===== config.mk =====
export PLATFORM = sky130hd
export DESIGN_NAME = fol_device_flat
export DESIGN_NICKNAME = d
export VERILOG_FILES = /design/src/hw/fol_pkg.sv /design/src/hw/fol_link_if.sv /design/src/hw/fol_device.sv /design/src/flat_wrapper.sv
export VERILOG_INCLUDE_DIRS = /design/src /design/src/hw
export SDC_FILE = /design/constraint.sdc
export NUM_CORES = 1
export LEC_CHECK = 0
export BUFFER_PORTS_ARGS = -buffer_cell sky130_fd_sc_hd__buf_2
export CORE_ASPECT_RATIO = 2
export CORE_MARGIN = 5
export CORE_UTILIZATION = 50
export CTS_CLUSTER_SIZE = 12
export DETAILED_ROUTE_END_ITERATION = 10
export MAX_ROUTING_LAYER = met4
export PLACE_DENSITY_LB_ADDON = 0.2
export SYNTH_ARGS = -nofsm -noshare
export SYNTH_HDL_FRONTEND = slang
export SYNTH_SLANG_ARGS = --single-unit

===== constraint.sdc =====
create_clock -name ref_clk -period 4.4 [get_ports ref_clk]
set_input_delay 1.1 -clock ref_clk [delete_from_list [all_inputs] [get_ports ref_clk]]
set_output_delay 1.1 -clock ref_clk [all_outputs]
set_load 0.1 [all_outputs]

===== src/hw/fol_params.svh =====
`ifndef FOL_PARAMS_SVH
`define FOL_PARAMS_SVH

// Offset register width (deepest variant) and bus width
`define FOL_OFS_W      15
`define FOL_BUS_W      36

// Serial sequence: empty bits 0..14, then full bits 15..29
`define FOL_SER_HALF   5'h0F
`define FOL_SER_LAST   5'h1D

// Offset contents after master reset
`define FOL_OFS_RST    15'h0000

// Memory depth, compared against the fill level
`define FOL_DEPTH      16'h8000

// Parallel pointer: last step and stride per bus width
`define FOL_PTR_LAST36 2'h2
`define FOL_PTR_LAST   2'h3
`define FOL_PTR_INC36  2'h2
`define FOL_PTR_INC    2'h1

// Clock edges from the completing edge to a valid flag
`define FOL_FLAG_LAT   2

`endif


===== src/hw/fol_pkg.sv =====
`include "fol_params.svh"
`default_nettype none

package fol_pkg;

    typedef enum logic [1:0] {
        FOL_W36 = 2'h0,
        FOL_W18 = 2'h1,
        FOL_W9  = 2'h2
    } fol_width_t;

    // Gray steps along idle -> shift -> write -> read -> memory write
    typedef enum logic [2:0] {
        FOL_IDLE   = 3'h0,
        FOL_SHIFT  = 3'h1,
        FOL_PWRITE = 3'h3,
        FOL_PREAD  = 3'h2,
        FOL_MEMW   = 3'h6
    } fol_state_t;

    typedef logic [`FOL_OFS_W-1:0] fol_ofs_t;
    typedef logic [`FOL_BUS_W-1:0] fol_bus_t;

    // Lane 8 carries parity when interspersed, so upper bits move up
    function automatic fol_ofs_t fol_unpack(input fol_bus_t bus,
                                            input logic     par);
        fol_unpack = par ? {bus[15:9], bus[7:0]} : bus[14:0];
    endfunction

    function automatic fol_bus_t fol_pack(input fol_ofs_t v,
                                          input logic     par);
        fol_pack = par ? {20'h0, v[14:8], 1'b0, v[7:0]} : {21'h0, v};
    endfunction

    // Bus word for one step of the parallel offset sequence
    function automatic fol_bus_t fol_word(input fol_width_t w,
                                          input logic       par,
                                          input logic [1:0] ptr,
                                          input fol_ofs_t   e,
                                          input fol_ofs_t   f);
        fol_ofs_t v;
        v = ptr[1] ? f : e;
        if (w == FOL_W9) begin
            fol_word = ptr[0] ? {29'h0, v[14:8]} : {28'h0, v[7:0]};
        end else if (ptr[0]) begin
            fol_word = '0;
        end else begin
            fol_word = fol_pack(v, par);
        end
    endfunction

endpackage

`default_nettype wire


===== src/hw/fol_link_if.sv =====
`default_nettype none

interface fol_link_if;
    logic             load_select_n;
    logic             shift_in_enable_n;
    logic             write_strobe_n;
    logic             read_strobe_n;
    logic             shift_in_bit;
    fol_pkg::fol_bus_t input_bus;
    fol_pkg::fol_bus_t output_bus;

    modport dev (
        input  load_select_n,
        input  shift_in_enable_n,
        input  write_strobe_n,
        input  read_strobe_n,
        input  shift_in_bit,
        input  input_bus,
        output output_bus
    );

    modport host (
        output load_select_n,
        output shift_in_enable_n,
        output write_strobe_n,
        output read_strobe_n,
        output shift_in_bit,
        output input_bus,
        input  output_bus
    );
endinterface

`default_nettype wire


===== src/hw/fol_device.sv =====
`include "fol_params.svh"
`default_nettype none

// How it works
// RULE_01 - Serial mode shifts one bit per edge
// RULE_02 - Full serial load is two offset widths
// RULE_03 - Each offset register holds fifteen bits
// RULE_04 - Unused bus lanes are ignored when loading
// RULE_05 - No selective serial load of one register
// RULE_06 - Flags invalid while a serial load runs
// RULE_07 - Serial reload accepted any time later
// RULE_08 - Enable high blocks serial shifting
// RULE_09 - Load high sends strobed words to memory
// RULE_10 - Resumed shifting continues at the next bit
// RULE_11 - Host pauses by raising one control
// RULE_12 - Full flag valid two edges after load
// RULE_13 - Empty flag valid two edges after load
// RULE_14 - Offsets read back only on output bus
// RULE_15 - Wide bus: one offset per cycle
// RULE_16 - Half bus: whole offset in the first of two cycles
// RULE_17 - Byte bus: four byte cycles per load
// RULE_18 - Parallel writes cycle empty, full, empty
// RULE_19 - Only master reset clears offset pointers
// RULE_20 - Programming method fixed at master reset
// RULE_21 - Serial counter wraps after the last bit

module fol_device (
    input  wire logic                ref_clk,
    input  wire logic                sys_rst,
    input  wire logic                clk_en,
    input  wire logic                serial_mode_strap,
    input  wire fol_pkg::fol_width_t width_strap,
    input  wire logic                parity_strap,
    input  wire logic                partial_reset,
    input  wire logic [15:0]         fill_level,
    output logic                     almost_empty_flag_n,
    output logic                     almost_full_flag_n,
    output logic                     empty_flag_valid,
    output logic                     full_flag_valid,
    output logic                     mem_write,
    output fol_pkg::fol_bus_t        mem_word,
    fol_link_if.dev                  link
);
    import fol_pkg::*;

    fol_width_t  width_reg;
    logic        serial_mode_reg;
    logic        parity_reg;
    logic        straps_taken_reg;
    fol_ofs_t    empty_reg; // RULE_03
    fol_ofs_t    full_reg;
    logic [4:0]  ser_cnt_reg;
    logic [4:0]  ser_hi;
    logic        ser_last;
    logic [1:0]  wptr_reg;
    logic [1:0]  rptr_reg;
    logic [1:0]  ptr_inc;
    logic        active;
    logic        ser_shift;
    logic        par_write;
    logic        par_read;
    logic        mem_wr;
    logic        wide;
    logic [1:0]  touch;
    logic [1:0]  done;
    logic [1:0]  valid_reg;

    // Straps caught at the first enabled edge after release
    always_ff @(posedge ref_clk or posedge sys_rst) begin
        if (sys_rst) begin
            straps_taken_reg <= 1'b0;
            serial_mode_reg  <= 1'b0;
            width_reg        <= FOL_W36;
            parity_reg       <= 1'b0;
        end else if (clk_en && !straps_taken_reg) begin
            straps_taken_reg <= 1'b1;
            serial_mode_reg  <= serial_mode_strap; // RULE_20
            width_reg        <= width_strap;
            parity_reg       <= parity_strap;
        end
    end

    assign active    = clk_en && straps_taken_reg;
    assign wide      = width_reg == FOL_W36;
    assign ptr_inc   = wide ? `FOL_PTR_INC36 : `FOL_PTR_INC;
    assign ser_last  = ser_cnt_reg == `FOL_SER_LAST; // RULE_02
    assign ser_hi    = ser_cnt_reg - `FOL_SER_HALF;

    // Shifts stay blocked while the write strobe is low, so a strobe never doubles as a shift
    assign ser_shift = active && serial_mode_reg && !link.load_select_n
                       && !link.shift_in_enable_n
                       && link.write_strobe_n; // RULE_08
    assign par_write = active && !serial_mode_reg && !link.load_select_n
                       && !link.write_strobe_n;
    assign par_read  = active && !link.load_select_n && !link.read_strobe_n;
    assign mem_wr    = active && link.load_select_n
                       && !link.write_strobe_n; // RULE_09

    // Count only moves on a real shift, so a pause resumes in place
    always_ff @(posedge ref_clk or posedge sys_rst) begin
        if (sys_rst) begin
            ser_cnt_reg <= 5'h00;
        end else if (ser_shift) begin
            ser_cnt_reg <= ser_last ? 5'h00 : ser_cnt_reg + 5'h01; // RULE_21
        end
    end

    always_ff @(posedge ref_clk or posedge sys_rst) begin
        if (sys_rst) begin
            empty_reg <= `FOL_OFS_RST;
            full_reg  <= `FOL_OFS_RST;
        end else if (ser_shift) begin
            // Whole sequence only; each bit lands at its fixed place
            if (ser_cnt_reg < `FOL_SER_HALF) begin // RULE_01
                empty_reg[ser_cnt_reg[3:0]] <= link.shift_in_bit; // RULE_05
            end else begin
                full_reg[ser_hi[3:0]] <= link.shift_in_bit; // RULE_10
            end
        end else if (par_write) begin
            if (width_reg == FOL_W9) begin
                case (wptr_reg) // RULE_17
                    2'h0: empty_reg[7:0]  <= link.input_bus[7:0];
                    2'h1: empty_reg[14:8] <= link.input_bus[6:0];
                    2'h2: full_reg[7:0]   <= link.input_bus[7:0];
                    default: full_reg[14:8] <= link.input_bus[6:0];
                endcase
            end else if (!wptr_reg[0]) begin // RULE_04
                // Upper half-bus step carries only don't-care lanes
                if (wptr_reg[1]) begin
                    full_reg <= fol_unpack(link.input_bus,
                                           parity_reg); // RULE_15
                end else begin
                    empty_reg <= fol_unpack(link.input_bus,
                                            parity_reg); // RULE_16
                end
            end
        end
    end

    // Partial reset does not reach the pointers
    always_ff @(posedge ref_clk or posedge sys_rst) begin
        if (sys_rst) begin
            wptr_reg <= 2'h0; // RULE_19
        end else if (par_write) begin
            wptr_reg <= wptr_reg + ptr_inc; // RULE_18
        end
    end

    // Read pointer steps like the write pointer but independently
    always_ff @(posedge ref_clk or posedge sys_rst) begin
        if (sys_rst) begin
            rptr_reg <= 2'h0; // RULE_19
        end else if (par_read) begin
            rptr_reg <= rptr_reg + ptr_inc;
        end
    end

    // Readback overwrites whatever word the port was showing
    always_ff @(posedge ref_clk or posedge sys_rst) begin
        if (sys_rst) begin
            link.output_bus <= '0;
        end else if (par_read) begin
            link.output_bus <= fol_word(width_reg, parity_reg, rptr_reg,
                                        empty_reg, full_reg); // RULE_14
        end
    end

    always_ff @(posedge ref_clk or posedge sys_rst) begin
        if (sys_rst) begin
            mem_write <= 1'b0;
            mem_word  <= '0;
        end else if (clk_en && partial_reset) begin
            mem_write <= 1'b0;
        end else if (clk_en) begin
            mem_write <= mem_wr;
            if (mem_wr) begin
                mem_word <= link.input_bus;
            end
        end
    end

    // Index 0 is the empty-side flag, index 1 the full-side flag
    assign touch[0] = ser_shift || (par_write && !wptr_reg[1]); // RULE_06
    assign touch[1] = ser_shift || (par_write && wptr_reg[1]);
    assign done[0]  = (ser_shift && ser_last)
                      || (par_write && !wptr_reg[1]
                          && (wptr_reg[0] || wide)); // RULE_07
    assign done[1]  = (ser_shift && ser_last)
                      || (par_write && wptr_reg[1]
                          && (wptr_reg[0] || wide));

    // One clock serves both sides, so both flags share the latency
    genvar gi;
    generate
        for (gi = 0; gi < 2; gi++) begin : g_flag
            logic [`FOL_FLAG_LAT-1:0] pipe_reg;

            always_ff @(posedge ref_clk or posedge sys_rst) begin
                if (sys_rst) begin
                    pipe_reg       <= '0;
                    valid_reg[gi]  <= 1'b0;
                end else if (clk_en) begin
                    // A fresh load cancels a completion still in flight
                    pipe_reg[0] <= done[gi];
                    pipe_reg[1] <= pipe_reg[0] && !touch[gi];
                    if (pipe_reg[1] && !touch[gi]) begin
                        valid_reg[gi] <= 1'b1; // RULE_12
                    end else if (touch[gi]) begin
                        valid_reg[gi] <= 1'b0; // RULE_13
                    end
                end
            end
        end
    endgenerate

    assign empty_flag_valid = valid_reg[0];
    assign full_flag_valid  = valid_reg[1];

    // Invalid flags are held deasserted
    always_ff @(posedge ref_clk or posedge sys_rst) begin
        if (sys_rst) begin
            almost_empty_flag_n <= 1'b1;
            almost_full_flag_n  <= 1'b1;
        end else if (clk_en) begin
            almost_empty_flag_n <= !(valid_reg[0]
                                     && fill_level <= {1'b0, empty_reg});
            almost_full_flag_n  <= !(valid_reg[1]
                                     && fill_level >= (`FOL_DEPTH
                                                       - {1'b0, full_reg}));
        end
    end

endmodule

`default_nettype wire


===== src/flat_wrapper.sv =====
// flat-port wrapper written by rule: the top's interface ports become plain ports
module fol_device_flat import fol_pkg::*;
  (ref_clk, sys_rst, clk_en, serial_mode_strap, width_strap, parity_strap, partial_reset, fill_level, almost_empty_flag_n, almost_full_flag_n, empty_flag_valid, full_flag_valid, mem_write, mem_word, link_load_select_n, link_shift_in_enable_n, link_write_strobe_n, link_read_strobe_n, link_shift_in_bit, link_input_bus, link_output_bus);
  fol_link_if link_i ();
  input  wire logic ref_clk;
  input  wire logic sys_rst;
  input  wire logic clk_en;
  input  wire logic serial_mode_strap;
  input  wire fol_pkg::fol_width_t width_strap;
  input  wire logic parity_strap;
  input  wire logic partial_reset;
  input  wire logic [15:0] fill_level;
  output logic almost_empty_flag_n;
  output logic almost_full_flag_n;
  output logic empty_flag_valid;
  output logic full_flag_valid;
  output logic mem_write;
  output fol_pkg::fol_bus_t mem_word;
  input wire logic [$bits(link_i.load_select_n)-1:0] link_load_select_n;
  input wire logic [$bits(link_i.shift_in_enable_n)-1:0] link_shift_in_enable_n;
  input wire logic [$bits(link_i.write_strobe_n)-1:0] link_write_strobe_n;
  input wire logic [$bits(link_i.read_strobe_n)-1:0] link_read_strobe_n;
  input wire logic [$bits(link_i.shift_in_bit)-1:0] link_shift_in_bit;
  input wire logic [$bits(link_i.input_bus)-1:0] link_input_bus;
  output wire logic [$bits(link_i.output_bus)-1:0] link_output_bus;
  assign link_i.load_select_n = link_load_select_n;
  assign link_i.shift_in_enable_n = link_shift_in_enable_n;
  assign link_i.write_strobe_n = link_write_strobe_n;
  assign link_i.read_strobe_n = link_read_strobe_n;
  assign link_i.shift_in_bit = link_shift_in_bit;
  assign link_i.input_bus = link_input_bus;
  assign link_output_bus = link_i.output_bus;
  fol_device u_core (.ref_clk(ref_clk), .sys_rst(sys_rst), .clk_en(clk_en), .serial_mode_strap(serial_mode_strap), .width_strap(width_strap), .parity_strap(parity_strap), .partial_reset(partial_reset), .fill_level(fill_level), .almost_empty_flag_n(almost_empty_flag_n), .almost_full_flag_n(almost_full_flag_n), .empty_flag_valid(empty_flag_valid), .full_flag_valid(full_flag_valid), .mem_write(mem_write), .mem_word(mem_word), .link(link_i));
endmodule

Yosys cells after proc, flatten, opt, wreduce, memory -nomap -nowiden
Index checks and enable logic that the tools add are counted.
{"block": "classes", "eq_ne": 12, "n_reduce_logical": 58, "add_sub_neg": 5, "muxes": 36, "n_lt_le_gt_ge": 7, "bitwise_logic": 1}
{"cell": "15-bit 2-to-1 mux", "count": 14}
{"cell": "36-bit 2-to-1 mux", "count": 2}
{"cell": "15-bit bitwise mux", "count": 2}
{"cell": "1-bit logical AND", "count": 27}
{"cell": "8-bit 2-to-1 mux", "count": 3}
{"cell": "5-bit AND reduction", "count": 4}
{"cell": "16-bit >= comparator", "count": 1}
{"cell": "16-bit by 15-bit less-or-equal comparator with 1-bit output", "count": 1}
{"cell": "16-bit 2-to-1 mux", "count": 1}
{"cell": "16-bit by 15-bit subtractor with 16-bit output (first input constant)", "count": 1}
{"cell": "7-bit 2-to-1 mux", "count": 2}
{"cell": "3-bit by 2-bit inequality test with 1-bit output (second input constant)", "count": 4}
{"cell": "1-bit zero test", "count": 11}
{"cell": "4-bit by 5-bit < comparator with 1-bit output (second input constant)", "count": 2}
{"cell": "1-bit demux with 4-bit select", "count": 2}
{"cell": "4-bit by 1-bit >= comparator with 1-bit output (second input constant)", "count": 2}
{"cell": "1-bit 2-to-1 mux", "count": 8}
{"cell": "2-bit nonzero test", "count": 4}
{"cell": "3-bit inequality test (second input constant)", "count": 2}
{"cell": "5-bit by 1-bit adder with 5-bit output (second input constant)", "count": 1}
{"cell": "5-bit equality test (second input constant)", "count": 1}
{"cell": "1-bit logical OR", "count": 5}
{"cell": "5-bit by 4-bit < comparator with 1-bit output (second input constant)", "count": 1}
{"cell": "5-bit 2-to-1 mux", "count": 1}
{"cell": "12 further kinds", "count": 17}
{"block": "word_totals", "out_inout_bits": 77, "in_bits": 65, "elab_cells": 139, "reg_bits": 125}

Depth between registers and ports, before layout
{"block": "depth", "word_depth": 10, "ltp_mapped": 12}

Worst setup path before layout
No wires, ideal clock.
{"block": "synth_timing", "path_kind": "flip-flop to flip-flop", "from": "register u_core.full_reg[7]", "to": "register u_core.almost_full_flag_n", "arrival_time_ps": 2673, "t_required_ps": 4339, "path_stages_with_launch": 12, "period_less_slack_ps": 2734, "setup_slack_ps": 1666, "path_buffers": 1, "path_cell_list": "dfrtp_1 buf_6 or4_4 or3_4 nor3_1 xor2_1 ha_1 a21o_1 a21oi_1 o211ai_1 a211oi_1 o22a_1"}
{"block": "synth_via", "elab_chain_cells": 4}
{"item": "from (decl)", "line_no": "fol_device.sv:51", "rtl": "fol_ofs_t full_reg;"}
{"item": "from (signal assigned)", "line_no": "fol_device.sv:111", "rtl": "full_reg <= `FOL_OFS_RST;"}
{"item": "from (signal, indexed assignment)", "line_no": "fol_device.sv:117", "rtl": "full_reg[ser_hi[3:0]] <= link.shift_in_bit;"}
{"item": "from (signal assigned)", "line_no": "fol_device.sv:124", "rtl": "2'h2: full_reg[7:0] <= link.input_bus[7:0];"}
{"item": "16-bit by 15-bit subtractor with 16-bit output (no source line)"}
{"item": "16-bit >= comparator", "line_no": "fol_device.sv:228", "rtl": "&& fill_level >= (`FOL_DEPTH"}
{"item": "1-bit logical AND", "line_no": "fol_device.sv:227", "rtl": "almost_full_flag_n <= !(valid_reg[1]"}
{"item": "1-bit zero test", "line_no": "fol_device.sv:227"}
{"item": "to (signal assigned)", "line_no": "fol_device.sv:227"}
{"item": "to (decl)", "line_no": "fol_device.sv:37", "rtl": "output logic almost_full_flag_n,"}
No other way between the ends.
A chain may end at the register's enable or synchronous reset.

Final worst setup path
Same ends and word-level chain as after synthesis.

==> results_dict.tcl <==
set metrics [dict create \
    syn2layout_area_growth_pct 13.4 \
    sw_frac_of_total_pct 54.4 \
    n_antenna_cell 0 \
    synth_edf_count 0 \
    status "completed" \
    vias_per_cell 6.01 \
    synth_ff_type "dfrtp_1" \
    syn_area_mm2 0.00663 \
    rsz0062_at_grt "no" \
    drive_gt1_share_pct 26.7 \
    power_frac_comb_pct 54.6 \
    fp-row-count 59 \
    portBuffers 121 \
    start_util_pct 51.0 \
    yosysTopAreaCellShare_pct 38.9 \
    seq_area_mm2 0.00263 \
    min_path_type "register to register" \
    synthTopCellsByArea "dfrtp_1, ha_1, mux2_2, mux2i_1, a21oi_1" \
    worstPathCellList "or4_4 -> or3_4 -> nor3_1 -> xor2_1 -> ha_1 -> a21o_1 -> a21oi_1 -> o211ai_1 -> a211oi_1 -> o22a_1" \
    finalClockSkew_ns 0.0103 \
    end_kind "register" \
    cp.arrival_ns 3.51 \
    leakage_nw 3.65 \
    syn_avg_cell_area_um2 9.79 \
    wl_um 20100 \
    ys_types 74 \
    required_ns 4.70 \
    period_minus_slack_ns 3.21 \
    place_worst_setup_slack_ns 1.22 \
    drcViolationCount 0 \
    biggestRegsByFlops "u_core.mem_word (36), u_core.link.output_bus (16)" \
    switchingPower_w 0.00296 \
    cts.sinks 105 \
    crit_path_start_kind "register" \
    drtIter0Drc 431 \
    clkTransAtPathRegs_ns 0.08 \
    cts_buffer_depth 2 \
    fillers 1145 \
    ys_seq_area_share_pct 39.7 \
    setup_viol 0 \
    cts_resized 0 \
    post_cts_buffers 0 \
    fmax_mhz 311 \
    synth_cells 677 \
    nets 885 \
    fp.coreArea_mm2 0.0130 \
    synthArstFlopShare_pct 100 \
    cp_slowest_cell "or4_4" \
    hpwl_um 16200 \
    worstSetupPathType "register to register" \
    peakVddDrop_mv 0.662 \
    grtUsageTotal_pct 26.1 \
    drv_slew 0 \
    synth_common_cells "dfrtp_1, nand2_1, a21oi_1, mux2_2, ha_1" \
    routed-via-count 5612 \
    grt_pass1_vias 5782 \
    regMostFlops "u_core.mem_word" \
    wl_per_cell_um 21.5 \
    cts_root_buf "clkbuf_16" \
    ctsHoldBuffers 0 \
    grt_pass1_wl_um 31400 \
    yosysTopAreaCell "dfrtp_1" \
    slowest_delay_ns 0.59 \
    power_density_mw_per_mm2 722 \
    power.internal_w 0.00247 \
    tritoncts "done" \
    largest_reg_flops 36 \
    tightest_slew_ns 1.08 \
    drt_pass1_iterations 6 \
    power.clock.fraction_pct 14.6 \
    maxCapViolCount 0 \
    crit_fanout 8 \
    die_h_um 173 \
    hold_violations 0 \
    ant_nets 0 \
    gp_congestion 0.996 \
    grt_max_degree 57 \
    setup_tns_ns 0 \
    seqPwrFrac_pct 30.9 \
    io-pin-count 142 \
    period_share_pct 73.1 \
    multi_input_area_mm2 0.00359 \
    yosys.cell_count.top_type "dfrtp_1" \
    yosys_register_bits 105 \
    die_w_um 91.4 \
    grt_antenna_before_repair 0 \
    ys.warnings.count 0 \
    path_buf_inv 0 \
    grt-ovfl-total 0 \
    tritoncts.num_buffers 9 \
    fin_ws_ns 1.19 \
    totalPowerFinal_w 0.00543 \
    htree_levels 3 \
    clk_latency_ns 0.35 \
    slew_headroom_pct 28.3 \
    critPathTopFamily "simple AND/OR/NAND/NOR gates" \
    dieArea_mm2 0.0158 \
]
[final cells by class]
| class | instances | area share (%) |
|---|---|---|
| clock buffers | 9 | 2.99 |
| clock inverters | 7 | 0.815 |
| inverters | 41 | 2.08 |
| multi-input cells | 493 | 47.8 |
| flip-flops and latches | 105 | 35.0 |
| well taps | 152 | 2.53 |
| repair buffers | 127 | 8.82 |
[layer usage]
metal | wire [µm] | track usage (%) | vias up
li1 | - | - | 2598
met1 | 7040 | 26.9 | 2660
met2 | 10500 | 45.1 | 284
met3 | 1020 | 3.74 | 70
met4 | 1520 | 16.9 | 0
met5 | 0 | - | -
[cells in the final DEF, fill, tap and decap left out, drive strengths merged, types with 4 or more instances in the layout]
cell type	count
buf	127
dfrtp	103
nand2	55
a21oi	45
inv	45
mux2	44
ha	43
nor2	38
o21ai	36
mux2i	29
conb	20
a31oi	15
a22o	11
nand3	11
nor3	10
nor2b	9
xor2	9
clkbuf	9
o221ai	8
a211oi	8
nand4	7
xnor2	7
nand3b	7
a21o	6
o22a	5
o21a	5
a221oi	4
nand2b	4
a32o	4
a21boi	4
[cell families (layout without fill, tap and decap cells)]
logic type / count (synthesis) / count (layout) / share of synthesized area, %
mux: 73 / 73 / 11.9
xor+xnor: 16 / 16 / 2.11
compound gates: 177 / 177 / 18.2
buf+inv: 98 / 184 / 7.19
flops: 105 / 105 / 39.7
other cells: 1 / 20 / 0.0566
fa+ha+maj: 43 / 43 / 8.11
simple gates: 164 / 164 / 12.9
[path summary, 6_finish.rpt]
path / slack [ns] / startpoint / endpoint / cells after the start
max: 1.19 / u_core.full_reg[7] / u_core.almost_full_flag_n / 10
min: 0.48 / u_core.mem_word[1] / u_core.mem_word[1] / 2
max reg2reg: 1.19 / u_core.full_reg[7] / u_core.almost_full_flag_n / 10
min reg2reg: 0.48 / u_core.mem_word[1] / u_core.mem_word[1] / 2
max in group asynchronous: 2.82 / sys_rst / u_core.almost_full_flag_n / 3
min in group asynchronous: 0.82 / sys_rst / u_core.mem_word[34] / 2
[power groups by stage]
stage | combinational [W] | clock [W] | sequential (W)
global route | 0.00316 | 0.000857 | 0.00172
CTS | 0.00296 | 0.000810 | 0.00167
floorplan | 0.00130 | 0 | 0.00263
detailed placement | 0.00295 | 0 | 0.00169
global placement | 0.00289 | 0 | 0.00167
finish | 0.00296 | 0.000791 | 0.00168
[tightest hold or removal path, stage by stage (launching register included)]
cell and delay (ns):
dfrtp_1 0.34, nand2_1 0.04, o21ai_0 0.06
[metrics by stage]
stage	cells	cell area [µm²]	util, %	hold WS [ns]
after floorplan	696	6700	-	0.445
after global placement	918	7230	55.7	0.458
after detailed placement	918	7230	55.7	0.471
after CTS	934	7520	57.9	0.487
after global routing	934	7520	57.9	0.505
final	934	7520	57.9	0.483
No activity file was read; power rests on OpenSTA's default activity.
